### src/fsl_pkg.sv
// Package with constants and types for the flash security lockout block.
package fsl_pkg;
    localparam logic [15:0] SEC_WORD_ADDR  = 16'h7FF7;
    localparam logic [15:0] SEC_SECURE_VAL = 16'h0002;
    localparam logic [15:0] SEC_CLEAR_VAL  = 16'h0000;
    localparam logic [15:0] KEY_BASE_ADDR  = 16'h7FFC;
    localparam logic [15:0] ERASED_WORD    = 16'hFFFF;
    localparam int          DIV_WIDTH      = 7;
    localparam int          IR_WIDTH       = 4;
    localparam logic [3:0]  IR_IDCODE      = 4'h2;
    localparam logic [3:0]  IR_LOCKOUT_REC = 4'h8;
    localparam logic [3:0]  IR_BYPASS      = 4'hF;
    localparam logic [3:0]  IR_RESET_VAL   = 4'h2;
    localparam logic [6:0]  DIV_RESET_VAL  = 7'h00;
    localparam int          FLASH_WORDS    = 16;
    localparam logic [31:0] IDCODE_VAL     = 32'h1000_0001;
    typedef enum logic [3:0] {
        ER_IDLE = 4'b0001,
        ER_WAIT = 4'b0010,
        ER_WIPE = 4'b0100,
        ER_DONE = 4'b1000
    } fsl_erase_type;
endpackage : fsl_pkg

### src/fsl_tap.sv
// Test access port state machine with instruction and data registers.
module fsl_tap (
    input  wire logic       clock,
    input  wire logic       reset,
    input  wire logic       tck_rise,
    input  wire logic       tms,
    input  wire logic       tdi,
    output logic            tdo,
    output logic            run_idle,
    output logic            test_reset,
    output logic [3:0]      ir_value,
    output logic [6:0]      div_value
);
    // States of the standard sixteen-state controller, in one-hot codes.
    typedef enum logic [15:0] {
        TLR = 16'h0001, RTI = 16'h0002, SDS = 16'h0004, CDR = 16'h0008,
        SDR = 16'h0010, E1D = 16'h0020, PDR = 16'h0040, E2D = 16'h0080,
        UDR = 16'h0100, SIS = 16'h0200, CIR = 16'h0400, SIR = 16'h0800,
        E1I = 16'h1000, PIR = 16'h2000, E2I = 16'h4000, UIR = 16'h8000
    } fsl_tap_type;
    fsl_tap_type state_r;
    fsl_tap_type state_nxt;
    logic [3:0]  ir_sh_r;
    logic [31:0] dr_sh_r;

    always_comb begin
        state_nxt = state_r;
        case (state_r)
            TLR: state_nxt = tms ? TLR : RTI;
            RTI: state_nxt = tms ? SDS : RTI;
            SDS: state_nxt = tms ? SIS : CDR;
            CDR: state_nxt = tms ? E1D : SDR;
            SDR: state_nxt = tms ? E1D : SDR;
            E1D: state_nxt = tms ? UDR : PDR;
            PDR: state_nxt = tms ? E2D : PDR;
            E2D: state_nxt = tms ? UDR : SDR;
            UDR: state_nxt = tms ? SDS : RTI;
            SIS: state_nxt = tms ? TLR : CIR;
            CIR: state_nxt = tms ? E1I : SIR;
            SIR: state_nxt = tms ? E1I : SIR;
            E1I: state_nxt = tms ? UIR : PIR;
            PIR: state_nxt = tms ? E2I : PIR;
            E2I: state_nxt = tms ? UIR : SIR;
            UIR: state_nxt = tms ? SDS : RTI;
            default: state_nxt = TLR;
        endcase
    end

    always_ff @(posedge clock) begin
        if (reset) begin
            state_r <= TLR;
        end else if (tck_rise) begin
            state_r <= state_nxt;
        end
    end

    // The ID code stays reachable regardless of security.
    always_ff @(posedge clock) begin
        if (reset) begin
            ir_sh_r   <= 4'h0;
            dr_sh_r   <= 32'h0000_0000;
            ir_value  <= fsl_pkg::IR_RESET_VAL;
            div_value <= fsl_pkg::DIV_RESET_VAL;
        end else if (tck_rise) begin
            case (state_r)
                TLR: ir_value <= fsl_pkg::IR_RESET_VAL;
                CIR: ir_sh_r <= 4'h1;
                SIR: ir_sh_r <= {tdi, ir_sh_r[3:1]};
                UIR: ir_value <= ir_sh_r;
                CDR: begin
                    if (ir_value == fsl_pkg::IR_IDCODE) begin
                        dr_sh_r <= fsl_pkg::IDCODE_VAL;
                    end else begin
                        dr_sh_r <= {25'h000_0000, div_value};
                    end
                end
                SDR: begin
                    if (ir_value == fsl_pkg::IR_LOCKOUT_REC) begin
                        dr_sh_r <= {25'h000_0000, tdi, dr_sh_r[6:1]};
                    end else if (ir_value == fsl_pkg::IR_IDCODE) begin
                        dr_sh_r <= {tdi, dr_sh_r[31:1]};
                    end else begin
                        dr_sh_r <= {31'h0000_0000, tdi};
                    end
                end
                UDR: begin
                    if (ir_value == fsl_pkg::IR_LOCKOUT_REC) begin
                        div_value <= dr_sh_r[6:0];
                    end
                end
                default: ;
            endcase
        end
    end

    always_ff @(posedge clock) begin
        if (reset) begin
            tdo        <= 1'b0;
            run_idle   <= 1'b0;
            test_reset <= 1'b1;
        end else begin
            tdo        <= (state_r == SIR) ? ir_sh_r[0] : dr_sh_r[0];
            run_idle   <= (state_r == RTI);
            test_reset <= (state_r == TLR);
        end
    end

    idcode_cap_a: assert property (@(posedge clock) disable iff (reset)
        tck_rise && state_r == CDR && ir_value == fsl_pkg::IR_IDCODE
        |=> dr_sh_r == fsl_pkg::IDCODE_VAL)
        else $error("ID code not captured");
    div_load_a: assert property (@(posedge clock) disable iff (reset)
        tck_rise && state_r == UDR && ir_value == fsl_pkg::IR_LOCKOUT_REC
        |=> div_value == $past(dr_sh_r[6:0]))
        else $error("divider value not loaded");
endmodule : fsl_tap

### src/fsl_lockout.sv
// Flash security and debug lockout top level with lockout recovery erase.
module fsl_lockout (
    input  wire logic        clock,
    input  wire logic        reset,
    input  wire logic        tck,
    input  wire logic        tms,
    input  wire logic        tdi,
    output logic             tdo,
    input  wire logic        dbg_rd,
    input  wire logic [15:0] dbg_addr,
    output logic [15:0]      dbg_rdata,
    output logic             dbg_valid,
    input  wire logic        cpu_wr,
    input  wire logic        cpu_rd,
    input  wire logic [15:0] cpu_addr,
    input  wire logic [15:0] cpu_wdata,
    input  wire logic        key_en,
    input  wire logic [15:0] key_word,
    output logic [15:0]      cpu_rdata,
    output logic             secured,
    output logic             debug_enable,
    output logic             erase_busy,
    output logic             erase_done
);
    // A blank part starts out erased.
    logic [15:0] flash_array [fsl_pkg::FLASH_WORDS] = '{default: fsl_pkg::ERASED_WORD};
    logic        tck_r;
    logic        tck_rise;
    logic        run_idle;
    logic        test_reset;
    logic [3:0]  ir_value;
    logic [6:0]  div_value;
    logic [6:0]  div_cnt_r;
    logic [4:0]  wipe_idx_r;
    logic        started_r;
    logic [1:0]  key_cnt_r;
    logic        key_ok_r;
    fsl_pkg::fsl_erase_type er_r;

    function automatic logic [3:0] fidx(input logic [15:0] addr);
        fidx = addr[3:0];
    endfunction : fidx

    always_ff @(posedge clock) begin
        if (reset) begin
            tck_r <= 1'b0;
        end else begin
            tck_r <= tck;
        end
    end
    assign tck_rise = tck & ~tck_r;

    // All four pins reach the test port.
    fsl_tap u_tap (
        .clock      (clock),
        .reset      (reset),
        .tck_rise   (tck_rise),
        .tms        (tms),
        .tdi        (tdi),
        .tdo        (tdo),
        .run_idle   (run_idle),
        .test_reset (test_reset),
        .ir_value   (ir_value),
        .div_value  (div_value)
    );

    // Erase runs from Run-Test/Idle under the recovery instruction.
    always_ff @(posedge clock) begin
        if (reset) begin
            er_r       <= fsl_pkg::ER_IDLE;
            div_cnt_r  <= 7'h00;
            wipe_idx_r <= 5'h00;
        end else begin
            case (er_r)
                fsl_pkg::ER_IDLE: begin
                    if (run_idle && ir_value == fsl_pkg::IR_LOCKOUT_REC) begin
                        er_r <= fsl_pkg::ER_WAIT;
                    end
                end
                fsl_pkg::ER_WAIT: begin
                    div_cnt_r  <= div_value;
                    wipe_idx_r <= 5'h00;
                    er_r       <= fsl_pkg::ER_WIPE;
                end
                fsl_pkg::ER_WIPE: begin
                    if (div_cnt_r != 7'h00) begin
                        div_cnt_r <= div_cnt_r - 7'h01;
                    end else if (wipe_idx_r == 5'(fsl_pkg::FLASH_WORDS - 1)) begin
                        er_r <= fsl_pkg::ER_DONE;
                    end else begin
                        div_cnt_r  <= div_value;
                        wipe_idx_r <= wipe_idx_r + 5'h01;
                    end
                end
                fsl_pkg::ER_DONE: begin
                    if (test_reset) begin
                        er_r <= fsl_pkg::ER_IDLE;
                    end
                end
                default: er_r <= fsl_pkg::ER_IDLE;
            endcase
        end
    end

    // The array is not cleared by reset, so the stored word survives it.
    always_ff @(posedge clock) begin
        if (er_r == fsl_pkg::ER_WIPE && div_cnt_r == 7'h00) begin
            flash_array[wipe_idx_r[3:0]] <= fsl_pkg::ERASED_WORD;
        end else if (cpu_wr && er_r == fsl_pkg::ER_IDLE) begin
            // Programming only moves bits from one to zero.
            flash_array[fidx(cpu_addr)] <= flash_array[fidx(cpu_addr)] & cpu_wdata;
        end
    end

    // Key accesses may have idle gaps; a mismatch, or a CPU read or write in a cycle without key_en, restarts the count.
    always_ff @(posedge clock) begin
        if (reset) begin
            key_cnt_r <= 2'h0;
            key_ok_r  <= 1'b0;
        end else if (key_en) begin
            if (key_word == flash_array[fidx(fsl_pkg::KEY_BASE_ADDR) + key_cnt_r]) begin
                key_cnt_r <= key_cnt_r + 2'h1;
                if (key_cnt_r == 2'h3) begin
                    key_ok_r <= 1'b1;
                end
            end else begin
                key_cnt_r <= 2'h0;
            end
        end else if (cpu_rd || cpu_wr) begin
            key_cnt_r <= 2'h0;
        end
    end

    // Security is sampled as reset releases and held afterward until a key match clears it.
    always_ff @(posedge clock) begin
        if (reset) begin
            started_r <= 1'b0;
            secured   <= 1'b1;
        end else if (!started_r) begin
            started_r <= 1'b1;
            secured   <= (flash_array[fidx(fsl_pkg::SEC_WORD_ADDR)]
                          == fsl_pkg::SEC_SECURE_VAL);
        end else if (key_ok_r) begin
            secured <= 1'b0;
        end
    end

    always_ff @(posedge clock) begin
        if (reset) begin
            debug_enable <= 1'b0;
            dbg_rdata    <= 16'h0000;
            dbg_valid    <= 1'b0;
            cpu_rdata    <= 16'h0000;
            erase_busy   <= 1'b0;
            erase_done   <= 1'b0;
        end else begin
            debug_enable <= started_r && !secured && !key_ok_r ? 1'b1 :
                            (started_r && key_ok_r);
            dbg_valid    <= dbg_rd && started_r && !secured;
            dbg_rdata    <= (dbg_rd && started_r && !secured) ?
                            flash_array[fidx(dbg_addr)] : 16'h0000;
            cpu_rdata    <= flash_array[fidx(cpu_addr)];
            erase_busy   <= (er_r == fsl_pkg::ER_WAIT) || (er_r == fsl_pkg::ER_WIPE);
            erase_done   <= (er_r == fsl_pkg::ER_DONE);
        end
    end

    secure_reset_a: assert property (@(posedge clock) reset |=> secured)
        else $error("secured not set during reset");
    debug_block_a: assert property (@(posedge clock) disable iff (reset)
        secured |=> !dbg_valid)
        else $error("debug flash read while secured");
    dbg_zero_a: assert property (@(posedge clock) disable iff (reset)
        secured |=> dbg_rdata == 16'h0000)
        else $error("debug read data not blocked");
    debug_off_a: assert property (@(posedge clock) disable iff (reset)
        secured && !key_ok_r |=> !debug_enable)
        else $error("debug enabled while secured");
    debug_on_a: assert property (@(posedge clock) disable iff (reset)
        started_r && !secured |=> debug_enable)
        else $error("debug not enabled while unsecured");
    erase_start_a: assert property (@(posedge clock) disable iff (reset)
        er_r == fsl_pkg::ER_IDLE && run_idle && ir_value == fsl_pkg::IR_LOCKOUT_REC
        |=> er_r == fsl_pkg::ER_WAIT)
        else $error("erase did not start in run idle");
    erase_busy_a: assert property (@(posedge clock) disable iff (reset)
        er_r == fsl_pkg::ER_WAIT |=> erase_busy)
        else $error("erase busy not shown");
    wipe_write_a: assert property (@(posedge clock) disable iff (reset)
        er_r == fsl_pkg::ER_WIPE && div_cnt_r == 7'h00
        |=> flash_array[$past(wipe_idx_r[3:0])] == fsl_pkg::ERASED_WORD)
        else $error("erased word not written");
    erase_end_a: assert property (@(posedge clock) disable iff (reset)
        er_r == fsl_pkg::ER_DONE |=> erase_done)
        else $error("erase done not shown");
    erase_hold_a: assert property (@(posedge clock) disable iff (reset)
        er_r == fsl_pkg::ER_DONE && !test_reset |=> er_r == fsl_pkg::ER_DONE)
        else $error("done left without test reset");
    key_unlock_a: assert property (@(posedge clock) disable iff (reset)
        started_r && key_ok_r |=> !secured)
        else $error("key match did not unsecure");
    sec_hold_a: assert property (@(posedge clock) disable iff (reset)
        started_r && secured && !key_ok_r |=> secured)
        else $error("secured state dropped without key");
    sec_sample_a: assert property (@(posedge clock) disable iff (reset)
        !started_r |=> secured == $past(flash_array[fidx(fsl_pkg::SEC_WORD_ADDR)]
        == fsl_pkg::SEC_SECURE_VAL))
        else $error("security word not sampled at reset exit");
endmodule : fsl_lockout

### config.mk
export PLATFORM = sky130hd
export DESIGN_NAME = fsl_lockout
export DESIGN_NICKNAME = d
export VERILOG_FILES = /design/src/fsl_pkg.sv /design/src/fsl_tap.sv /design/src/fsl_lockout.sv
export SDC_FILE = /design/constraint.sdc
export NUM_CORES = 1
export LEC_CHECK = 0
export ABC_AREA = 1
export BUFFER_PORTS_ARGS = -buffer_cell sky130_fd_sc_hd__buf_2
export CORE_AREA = 5 5 221 223
export CTS_CLUSTER_SIZE = 20
export DETAILED_ROUTE_END_ITERATION = 8
export DIE_AREA = 0 0 226 228
export GPL_TIMING_DRIVEN = 0
export PLACE_DENSITY = 0.53
export SETUP_SLACK_MARGIN = 0.5
export SLEW_MARGIN = 5
export SYNTH_ARGS = -nofsm -noshare
export SYNTH_HDL_FRONTEND = slang
export SYNTH_SLANG_ARGS = --single-unit
### constraint.sdc
create_clock -name clock -period 6.63 [get_ports clock]
set_input_delay 0.663 -clock clock [delete_from_list [all_inputs] [get_ports clock]]
set_output_delay 0.663 -clock clock [all_outputs]
set_load 0.1 [all_outputs]
==> results of run 1 <==
[registers in the layout (all words and copies together) (netlist names), 2 cells and up]
| signal | cells |
|---|---|
| cpu_rdata | 16 |
| dbg_rdata | 16 |
| div_cnt_r | 7 |
| er_r | 4 |
| flash_array | 256 |
| key_cnt_r | 2 |
| u_tap.div_value | 7 |
| u_tap.dr_sh_r | 32 |
| u_tap.ir_sh_r | 4 |
| u_tap.ir_value | 4 |
| u_tap.state_r | 16 |
| wipe_idx_r | 5 |
[layout make-up]
cell class	instances	share of cell area, %
sequential	380	47.6
multi-input combinational	1330	32.9
clock buffer	72	6.57
tap	607	3.56
timing repair buffer	97	3.14
buffer	133	2.86
inverter	153	2.69
clock inverter	12	0.650
antenna	1	0.0117
[per-stage QoR]
stage / instances / power (uW)
6_report: 2785 / 6320
5_1_grt: 2784 / 6510
4_1_cts: 2784 / 6320
3_3_place_gp: 2684 / 3740
3_5_place_dp: 2700 / 3780
2_1_floorplan: 1996 / 3360
[cells by family (layout without fill, tap and decap cells)]
family	Yosys count	count (layout)
other	0	1
multiplexers	53	53
flip-flops	380	380
AND/OR/NAND/NOR	599	599
adder cells (fa/ha/maj)	5	5
buffers and inverters	286	467
AO/OA/AOI/OAI	665	665
XOR/XNOR	8	8
[power by group through the flow]
stage,clock (uW),combinational (uW),sequential (uW)
2_1_floorplan,0,422,2930
3_3_place_gp,0,862,2870
3_5_place_dp,0,912,2870
4_1_cts,2590,913,2820
5_1_grt,2700,978,2830
6_report,2570,928,2820
[synthesized netlist by cell type, types with 3 or more instances]
cell type / n / area [sq um]
nand2_1: 318 / 1190
o221ai_1: 32 / 280
o22ai_1: 14 / 87.6
nor2_1: 120 / 450
xor2_1: 5 / 43.8
nor4_1: 5 / 31.3
buf_2: 35 / 175
nand4_1: 37 / 231
mux2i_1: 53 / 531
a21oi_1: 214 / 1070
ha_1: 5 / 62.6
nand2_2: 4 / 25.0
a31oi_1: 11 / 68.8
dfxtp_1: 124 / 2480
clkbuf_1: 76 / 285
buf_1: 7 / 26.3
nand3_1: 68 / 340
buf_6: 3 / 33.8
buf_4: 12 / 90.1
xnor2_1: 3 / 26.3
nor2_2: 8 / 50.1
o211ai_1: 54 / 405
a211oi_1: 13 / 97.6
o21ai_0: 302 / 1510
inv_2: 9 / 33.8
nand3b_1: 11 / 82.6
edfxtp_1: 256 / 7690
o21ai_1: 16 / 80.1
inv_1: 142 / 533
nor3_1: 16 / 80.1
nor2_8: 3 / 60.1
[routing by layer]
metal	global-route usage, %	wire (um)	vias to the layer above	part of all wire, %
met5	0	28	-	0.039
li1	-	-	7408	-
met1	34.3	27800	8014	38
met3	5.60	6530	244	9.0
met4	13.6	4320	6	6.0
met2	44.1	33600	947	46
[worst max-delay path: stages]
cell,delay (ps)
buf_2,180
buf_2,280
clkbuf_1,770
a21oi_1,220
o221ai_1,500
nand2_1,100
nand2_1,70
nand2_1,440
[final timing paths]
| path | start | endpoint | cells after the start |
|---|---|---|---|
| min | tck | tck_r | 3 |
| min reg2reg | u_tap.dr_sh_r[2] | u_tap.div_value[2] | 2 |
| max reg2reg | er_r[3] | flash_array[14][12] | 8 |
| max | cpu_addr[0] | flash_array[14][12] | 8 |
==> metrics.md, run 1 <==
| Metric | Value |
|---|---|
| Status | complete, no violations |
| Yosys cell types | 46 |
| Critical Path Fanout Max | 16 |
| Port bufs | 81 |
| Simple-Gate Fraction of Synth Area | 14.4% |
| Startpoint type of the worst setup path | primary input |
| Slew @ Worst Pin | 1050 ps |
| Post-route ant nets | 0 |
| Pre-CTS WS | 2990 ps |
| Pwr dens | 296 nW/um^2 |
| CTS Hold Bufs | 0 |
| Worst endpoint required time | 6750 ps |
| Syn-to-layout area delta | 16.4% |
| CTS tree | yes |
| Fill cells | approximately 4400 |
| Crit end category | flip-flop |
| Initial Util | between 30% and 40% |
| Flop pwr share | between 40 and 50% |
| Drt pass-1 iters | 5 |
| Pin count of the biggest net entering global routing | 17 |
| Clock transition at the registers of the reported paths | around 60 ps |
| First DRT Iteration DRCs | 1948 |
| Syn Std Cell Area | between 15000 and 20000 sq um |
| Top FF cell, synth | edfxtp_1 |
| Min Hold Slack | 314 ps |
| Leak pwr | 0.00793 uW |
| Setup-failing EPs final | 0 |
| Final instance area | 21400 sq um |
| Multi-input gate area | roughly 7000 sq um |
| Layout cells sized above 1 | 12.3% |
| DP HPWL | 51500 um |
| Final slew viol count | 0 |
| Rel. slew slack | 29.8% |
| Asr flop ratio synth | 0% |
| Combinational share of power | 14.7% |
| Final min period | 3130 ps |
| GRT Resource Usage Total | 27.1% |
| Setup CP Type | in2reg |
| Core ar. | 46400 sq um |
| Clock latency on the worst-skew pair | 600 ps |
| Post-Route Skew | 21.7 ps |
| Synthesized Nets | 2074 |
| Synth Area in Compound Gates | 20.1% |
| Psw | 1820 uW |
| Grt ovf | 0 |
| CTS Sinks | 380 |
| Post-place instance area | 19800 sq um |
| Maximum vdd drop | 185 uV |
| Number of global-route vias before repair | roughly 16000 |
| R2R setup slack | 3600 ps |
| Most frequent cells in the layout | nand2_1, o21ai_0, edfxtp_1 |
| Max_cap viols | 0 |
| Synth Area in XOR/XNOR | less than 1% |
| RD Place Congestion | 0.946 |
| Ys Warns | 0 |
| Die Area | 51500 sq um |
| Achievable Freq | 319 MHz |
| Vias per inst | approximately 6.0 |
| EDFF count, synth | 256 |
| Final hold violations | 0 |
| Post-CTS Resized | 0 |
| # DRC | 0 |
| Fin crit share | 47.2% |
| Post-synthesis mux area share | 2.89% |
| Layout Utilization | a little under half |
| Worst Path Arrival | 3250 ps |
| Fin worst setup slack | 3500 ps |
| First-pass GRT wire length | 105000 um |
| Clock Tree Buf Depth | 3 |
| Sequential area share after synthesis | 55.4% |
| Drt total wl | 72200 um |
| Clock network power share | about two fifths |
| Most common cell after layout, fill and taps aside | nand2_1 |
| Register bit total from synthesis | 380 |
| Die height | 228 um |
| DR WL/cell | 25.9 um |
| Root cell of the clock tree | clkbuf_16 |
| Mean post-synth cell area | 9.19 sq um |
| Post-CTS Setup Repair Bufs | 0 |
| Pint | roughly 4500 uW |
| RSZ-0062 raised after global routing | no |
| Initial antenna violation count | 4 |
| FP Rows | just under 80 |
| Chip width | 226 um |
| Final #Nets | 2218 |
| HP Class | in2reg |
| Synth Area in Adders | 0.341% |
| Largest family of logic cells by synthesized area | compound AO/OA/AOI/OAI gates |
| Setup tns final | 0 ps |
| Sw frac | between 20% and 30% |
| Boundary Pins | 111 |
| Sequential cell area | approximately 10000 sq um |
| CTS buffer count | 45 |
| H-tree depth | 2 |
| Via count | 16600 |
| Post-synthesis cell count | 1996 |
Power figures use the tool's default switching activity.
==> run 2: changes to the inputs <==
--- a/config.mk
+++ b/config.mk
@@ -12,7 +12,7 @@
 export DETAILED_ROUTE_END_ITERATION = 8
 export DIE_AREA = 0 0 226 228
 export GPL_TIMING_DRIVEN = 0
-export PLACE_DENSITY = 0.53
+export PLACE_DENSITY = 0.55
 export SETUP_SLACK_MARGIN = 0.5
 export SLEW_MARGIN = 5
 export SYNTH_ARGS = -nofsm -noshare
==> constraint.sdc (replaced) <==
create_clock -name clock -period 2.7 [get_ports clock]
set_input_delay 0.27 -clock clock [delete_from_list [all_inputs] [get_ports clock]]
set_output_delay 0.27 -clock clock [all_outputs]
set_load 0.1 [all_outputs]
==> run 2 against run 1 <==
  * Combinational power grew to 2.9 times the previous value
  * Sequential cell count is the same
  * Clock-buffer cell count shrank 12
  * Routed wire length shrank 1.1%
==> metrics.md, run 2 (synthesis gave the netlist of run 1 again) <==
| Metric | Value |
|---|---|
| Pint | 11000 uW (+140%) |
| Flop pwr share | 44.6% (about the same) |
| Grt ovf | 0 (unchanged) |
| Final slew viol count | 0 (unchanged) |
| CTS buffer count | 44 (-2.2%) |
| Final #Nets | 2246 (+1.3%) |
| Placed instance count | 2698 (-0.074%) |
| Boundary Pins | 111 (unchanged) |
| Worst Path Arrival | 2380 ps (-870 ps) |
| Vias per inst | 5.93 (-0.58%) |
| Diodes inserted | 0 (-1) |
| HP Class | in2reg |
| Fin crit share | 80.5% |
| Most common cell after layout, fill and taps aside | nand2_1 |
| DP HPWL | 50700 um (-1.5%) |
| Layout cells sized above 1 | 15.9% (+3.7 points) |
| Achievable Freq | 460 MHz |
| Hold-critical path depth | 4 (+1) |
| Syn-to-layout area delta | 19.1% |
| First DRT Iteration DRCs | 1776 (-8.8%) |
| Post-route ant nets | 0 (unchanged) |
| Startpoint type of the worst setup path | primary input |
| Die Area | 51500 sq um (unchanged) |
| Max_cap viols | 0 (unchanged) |
| Largest regs | flash_array: 256 flops, u_tap.dr_sh_r: 32 flops |
| Max reg flops | 256 (unchanged) |
| Final hold violations | 0 (unchanged) |
| Sw frac | 29.4% (+0.55 points) |
| Clock Tree Buf Depth | 3 (unchanged) |
| Core ar. | 46400 sq um (unchanged) |
| CTS tree | yes |
| Final min period | 2170 ps |
| Most flop-heavy register | flash_array |
| Min Hold Slack | 29.1 ps (-285 ps) |
| Fill cells | 4338 (-2.1%) |
| Leak pwr | 0.00819 uW (+3.2%) |
| Critical Path Fanout Max | 16 (unchanged) |
| Drt total wl | 71400 um (-1.1%) |
| Psw | 4560 uW (+150%) |
| Pwr dens | 711 nW/um^2 (+140%) |
| Worst R2R Start | er_r[3] |
| Clock transition at the registers of the reported paths | 60 ps (about the same) |
| R2R setup slack | 540 ps (-3060 ps) |
| Hold path startpoint | key_en |
| Total power draw | 15500 uW (+150%) |
| Post-Route Skew | 28.7 ps (+6.98 ps) |
| GRT Resource Usage Total | 26.7% (-0.39 points) |
| Via count | 16700 (+0.35%) |
| Maximum vdd drop | 506 uV (+170%) |
| Final instance area | 21800 sq um (+2.2%) |
| Worst-case reg-to-reg path depth | 12 (+4) |
| Post-Layout Cell Count | 2811 (+0.93%) |
| Initial Util | 39.6% (unchanged) |
| H-tree depth | 2 (unchanged) |
| Post-place instance area | 19800 sq um (-0.23%) |
| Clock network power share | 38.2% (-2.4 points) |
| Worst endpoint required time | 2910 ps (-3840 ps) |
| Clock latency on the worst-skew pair | 590 ps (about the same) |
| Combinational share of power | 17.2% (+2.5 points) |
| DR WL/cell | 25.4 um (-2.0%) |
| Rel. slew slack | 29.3% (-0.49 points) |
| RSZ-0062 raised after global routing | no |
| CTS Sinks | 380 (unchanged) |
| FP Rows | 79 (unchanged) |
| Reg2reg end | flash_array[9][7] |
| Pin count of the biggest net entering global routing | 17 (unchanged) |
| Root cell of the clock tree | clkbuf_16 |
| Number of global-route vias before repair | 16100 (+0.28%) |
| Drt pass-1 iters | 8 (+3) |
| Setup-failing EPs final | 0 (unchanged) |
| Most frequent cells in the layout | nand2_1, o21ai_0, edfxtp_1 |
| RD Place Congestion | 0.966 (+2.1%) |
| First-pass GRT wire length | 104000 um (-0.98%) |
| Die height | 228 um (unchanged) |
| Setup CP Type | in2reg |
| Initial antenna violation count | 3 (-1) |
| Worst hold endpoint | key_cnt_r[1] |
| # DRC | 0 (unchanged) |
| Status | complete, no violations |
| Crit end category | flip-flop |
| Port bufs | 81 (unchanged) |
| Chip width | 226 um (unchanged) |
| Slew @ Worst Pin | 1060 ps (+7.38 ps) |
run 2: how the worst max path moves through the flow:
stage | start | to | cells past startpoint
after floorplan | er_r[3] | flash_array[12][0] | 10
after global placement | cpu_addr[0] | flash_array[2][9] | 7
after detailed placement | cpu_addr[3] | flash_array[6][10] | 7
after CTS | cpu_addr[1] | flash_array[13][4] | 9
after global routing | er_r[3] | flash_array[8][8] | 12
final | cpu_addr[2] | flash_array[12][10] | 8
run 2: per-stage QoR:
stage               setup TNS, ps  worst slack, ps  utilization (%)
finish                          0              527             47.1
global route                    0              461             47.1
CTS                             0              494             46.8
detailed placement        -106930             -500             42.6
global placement          -271560            -1120             42.1
floorplan                       0              343                -
run 2: layout make-up:
| cell class | instances | area (sq um) | area share [%] |
|---|---|---|---|
| inverter | 153 | 577 | 2.64 |
| tap | 607 | 759 | 3.48 |
| timing repair buffer | 126 | 955 | 4.37 |
| multi-input combinational | 1330 | 7280 | 33.3 |
| clock buffer | 60 | 1270 | 5.81 |
| buffer | 133 | 662 | 3.03 |
| sequential | 380 | 10200 | 46.6 |
| clock inverter | 22 | 168 | 0.768 |
run 2: repair_timing:
action / 4_1_cts / 5_1_grt
pin swaps: 18 / 4
endpoints found under the hold margin: 11 / 0
hold buffers: 5 / 0
gates resized for setup: 71 / 46
setup buffers: 21 / 5
gates cloned: 0 / 0
setup endpoints to repair: 512 / 403
run 2: worst max-delay path, cell delays in order:
cell	delay (ps)
buf_2	160
inv_1	320
clkbuf_2	460
o21ai_0	160
o221ai_1	530
nand2_1	110
nand2_1	90
nand2_2	260
run 2: power by group through the flow:
stage	Clock [uW]	Sequential, uW	Combinational, uW
floorplan	0	7210	1040
global placement	0	7050	2110
detailed placement	0	7050	2220
CTS	6010	6920	2500
global route	6250	6940	2770
finish	5940	6920	2670
run 2: metal layers:
layer  vias up  track usage (%)  share of wire, %
met4         2             14.7               6.3
met5         -                0             0.014
li1       7460                -                 -
met1      7975             33.0                37
met3       271             6.28                10
met2       969             43.2                46
==> run 3: changes to the inputs <==
--- a/config.mk
+++ b/config.mk
@@ -5,12 +5,12 @@
 export SDC_FILE = /design/constraint.sdc
 export NUM_CORES = 1
 export LEC_CHECK = 0
-export ABC_AREA = 1
+export ABC_AREA = 0
 export BUFFER_PORTS_ARGS = -buffer_cell sky130_fd_sc_hd__buf_2
-export CORE_AREA = 5 5 221 223
+export CORE_AREA = 5 5 218 220
 export CTS_CLUSTER_SIZE = 20
 export DETAILED_ROUTE_END_ITERATION = 8
-export DIE_AREA = 0 0 226 228
+export DIE_AREA = 0 0 223 225
 export GPL_TIMING_DRIVEN = 0
 export PLACE_DENSITY = 0.55
 export SETUP_SLACK_MARGIN = 0.5
==> constraint.sdc (replaced) <==
create_clock -name clock -period 1.8 [get_ports clock]
set_input_delay 0.18 -clock clock [delete_from_list [all_inputs] [get_ports clock]]
set_output_delay 0.18 -clock clock [all_outputs]
set_load 0.1 [all_outputs]
==> run 3 against run 2 <==
  * The flow now finishes with violations (setup timing)
  * Routed wire length is 10% lower
  * Non-clock buffer count is 130 higher
  * Sequential power increased by 38%
  * Combinational power shrank 9.7%
  * Via count down 21%
  * Die area shrank 2.6%
  * First-iteration DRC count decreased by 9.5%
  * Power grew 35%
  * Critical path depth unchanged
  * Core utilization grew 9.2 points
  * Clock skew shrank 3.2 ps
  * Largest cell class unchanged
  * Highest routed layer is now met4
==> metrics.md, run 3 <==
| Metric | Value |
|---|---|
| Status | finished, violations left |
| Failing checks | setup timing |
| Crit end category | flip-flop |
| Port bufs | 79 (-2.5%) |
| Boundary Pins | 111 (unchanged) |
| Post-synthesis cell count | 1198 (-40%) |
| Min Hold Slack | 8.33 ps (-20.8 ps) |
| Die height | 225 um (-1.3%) |
| Sw frac | 25.0% (-4.3 points) |
| Count leader, synth | edfxtp_1 |
| Asr flop ratio synth | 0% (unchanged) |
| Final hold violations | 0 (unchanged) |
| Via count | 13200 (-21%) |
| Max_cap viols | 0 (unchanged) |
| CTS buffer count | 44 (unchanged) |
| Rel. slew slack | 8.46% (-21 points) |
| Leak pwr | 0.00861 uW (+5.2%) |
| Diodes inserted | 0 (unchanged) |
| Setup CP Type | reg2reg |
| Startpoint type of the worst setup path | flip-flop |
| Achievable Freq | 442 MHz |
| EDFF count, synth | 256 (unchanged) |
| Most frequent cells in the layout | edfxtp_1, mux4_2, buf_4 |
| Fin crit share | 126% |
| Grt ovf | 0 (unchanged) |
| Setup-failing EPs final | 594 (+594) |
| Final min period | about 2300 ps |
| Pint | 15700 uW (+44%) |
| DP HPWL | 37400 um (-26%) |
| Max reg flops | 256 (unchanged) |
| Sequence of cells on the critical path | or4b_4 -> buf_6 -> nor3_4 -> nand2_1 -> o21a_4 -> buf_12 -> nor2_4 -> buf_12 |
| Setup tns final | -147770 ps (-147770 ps) |
| Worst endpoint required time | 2070 ps (-840 ps) |
| Post-synth top cells | edfxtp_1, mux4_2, dfxtp_1 |
| Clock Tree Buf Depth | 3 (unchanged) |
| Most common cell after layout, fill and taps aside | edfxtp_1 |
| DR WL/cell | 29.2 um (+15%) |
| Layout Utilization | 56.3% (+9.2 points) |
| Critical Path Fanout Max | 16 (unchanged) |
| Synthesized Nets | 1276 (-38%) |
| Worst-case reg-to-reg path depth | 8 (-4) |
| Syn-to-layout area delta | 41.9% |
| Clock network power share | 43.2% (+5.0 points) |
| RSZ-0062 raised after global routing | yes |
| CTS tree | yes |
| Die Area | 50200 sq um (-2.6%) |
| Final #Nets | 1639 (-27%) |
| Clock latency on the worst-skew pair | 590 ps (about the same) |
| Vias per inst | 6.01 (+1.3%) |
| CTS Sinks | 380 (unchanged) |
| H-tree depth | 2 (unchanged) |
| Combinational share of power | 11.5% (-5.7 points) |
| Main area contributors after synthesis | edfxtp_1, mux4_2, dfxtp_1 |
| Worst Path Arrival | 2540 ps (+160 ps) |
| CP max-delay cell | or4b_4 |
| Post-Route Skew | 25.5 ps (-3.21 ps) |
| Post-place instance area | 19900 sq um (+0.78%) |
| Final slew viol count | 0 (unchanged) |
| Flop pwr share | 45.3% (+0.7 points) |
| Fin worst setup slack | -465 ps (-991 ps) |
| RD Place Congestion | 0.883 (-8.6%) |
| Drt total wl | 64100 um (-10%) |
| Psw | 5250 uW (+15%) |
| Synth top area share | 42.9% (+1.0 points) |
| Yosys cell types | 76 (+65%) |
| Slew @ Worst Pin | 1370 ps (+313 ps) |
| CP max stage delay | 530 ps (about the same) |
| Sequential area share after synthesis | 56.8% (+1.4 points) |
| Core ar. | 45100 sq um (-2.7%) |
| Initial antenna violation count | 0 (-3) |
| Ys Warns | 0 (unchanged) |
| Syn Std Cell Area | 17900 sq um (-2.4%) |
| Most flop-heavy register | flash_array |
| HP Class | in2reg |
| FP Rows | 78 (-1.3%) |
| First-pass GRT wire length | 91600 um (-12%) |
| Chip width | 223 um (-1.3%) |
| Pin count of the biggest net entering global routing | 20 (+3) |
| Area leader, netlist | edfxtp_1 |
| Pre-CTS WS | -957 ps (-457 ps) |
| Hold-critical path depth | 3 (-1) |
| Clock transition at the registers of the reported paths | 60 ps (about the same) |
| Final instance area | 25400 sq um (+16%) |
| Maximum vdd drop | 733 uV (+45%) |
| Largest regs | flash_array: 256 flops, u_tap.dr_sh_r: 32 flops |
| Most frequent cell on the critical path | buf_12 |
| Register bit total from synthesis | 380 (unchanged) |
| Mean post-synth cell area | 14.9 sq um (+63%) |
| Root cell of the clock tree | clkbuf_16 |
| Layout cells sized above 1 | 54.3% (+38 points) |
| Drt pass-1 iters | 5 (-3) |
| GRT Resource Usage Total | 25.0% (-1.7 points) |
| First DRT Iteration DRCs | 1608 (-9.5%) |
| Top FF cell, synth | edfxtp_1 |
| Initial Util | 39.7% (+0.14 points) |
| Number of global-route vias before repair | 13300 (-17%) |
| Pwr dens | 827 nW/um^2 (+16%) |
| # DRC | 0 (unchanged) |
| Post-route ant nets | 0 (unchanged) |
## run 3: worst paths after layout
check	start	end	slack (ps)
max	er_r[0]	flash_array[14][15]	-460
min reg2reg	u_tap.dr_sh_r[11]	u_tap.dr_sh_r[10]	470
max reg2reg	er_r[0]	flash_array[14][15]	-460
min	cpu_wdata[12]	flash_array[12][12]	8
## run 3: cell type report
| type | count | area [sq um] |
|---|---|---|
| Fill cell | 3549 | 19700 |
| Sequential cell | 380 | 10200 |
| Inverter | 13 | 51.3 |
| Buffer | 85 | 897 |
| Multi-Input combinational cell | 733 | 8920 |
| Tap cell | 600 | 751 |
| Timing Repair Buffer | 304 | 3090 |
| Clock inverter | 25 | 235 |
| Clock buffer | 56 | 1210 |
## run 3: metrics by stage
| stage | power [uW] | cells |
|---|---|---|
| final | 21000 | 2196 |
| after global placement | 11600 | 1877 |
| after detailed placement | 11600 | 1877 |
| after CTS | 21000 | 2170 |
| after global routing | 21600 | 2196 |
| after floorplan | 11100 | 1198 |
## run 3: logic make-up after synthesis
kind of cell             after synthesis  share of synthesized area (%)
flip-flops                           380                           56.8
multiplexers                         200                           23.2
AND/OR/NAND/NOR                      349                           10.5
buffers and inverters                 98                           2.67
adder cells (fa/ha/maj)                5                          0.349
AO/OA/AOI/OAI                        144                           5.41
XOR/XNOR                              22                           1.08
## run 3: timing repair
item	CTS	global route
pin swaps	93	53
gates cloned	21	1
setup buffers	177	25
hold buffers	14	0
endpoints found under the setup margin	671	665
gates resized for setup	344	63
endpoints found under the hold margin	109	0
## run 3: per-layer routing
layer  global-route usage (%)  vias up  part of all wire, %
met3                     6.79      113                  9.8
met5                        0        -                    0
met2                     41.1      717                   48
met1                     33.0     6825                   39
met4                     7.08        0                  2.9
li1                         -     5546                    -
## run 3: critical path, delay by kind of cell (launching register included)
| kind | cells | cell delay, ps |
|---|---|---|
| compound gates | 1 | 240 |
| simple gates | 4 | 870 |
| buf+inv | 3 | 480 |
| flops | 1 | 350 |
## run 3: power groups by stage
stage	clock network, uW	registers, uW	logic [uW]
after detailed placement	0	9720	1930
after CTS	9180	9520	2330
after global routing	9580	9520	2500
after floorplan	0	9980	1070
final	9070	9520	2410
after global placement	0	9710	1920
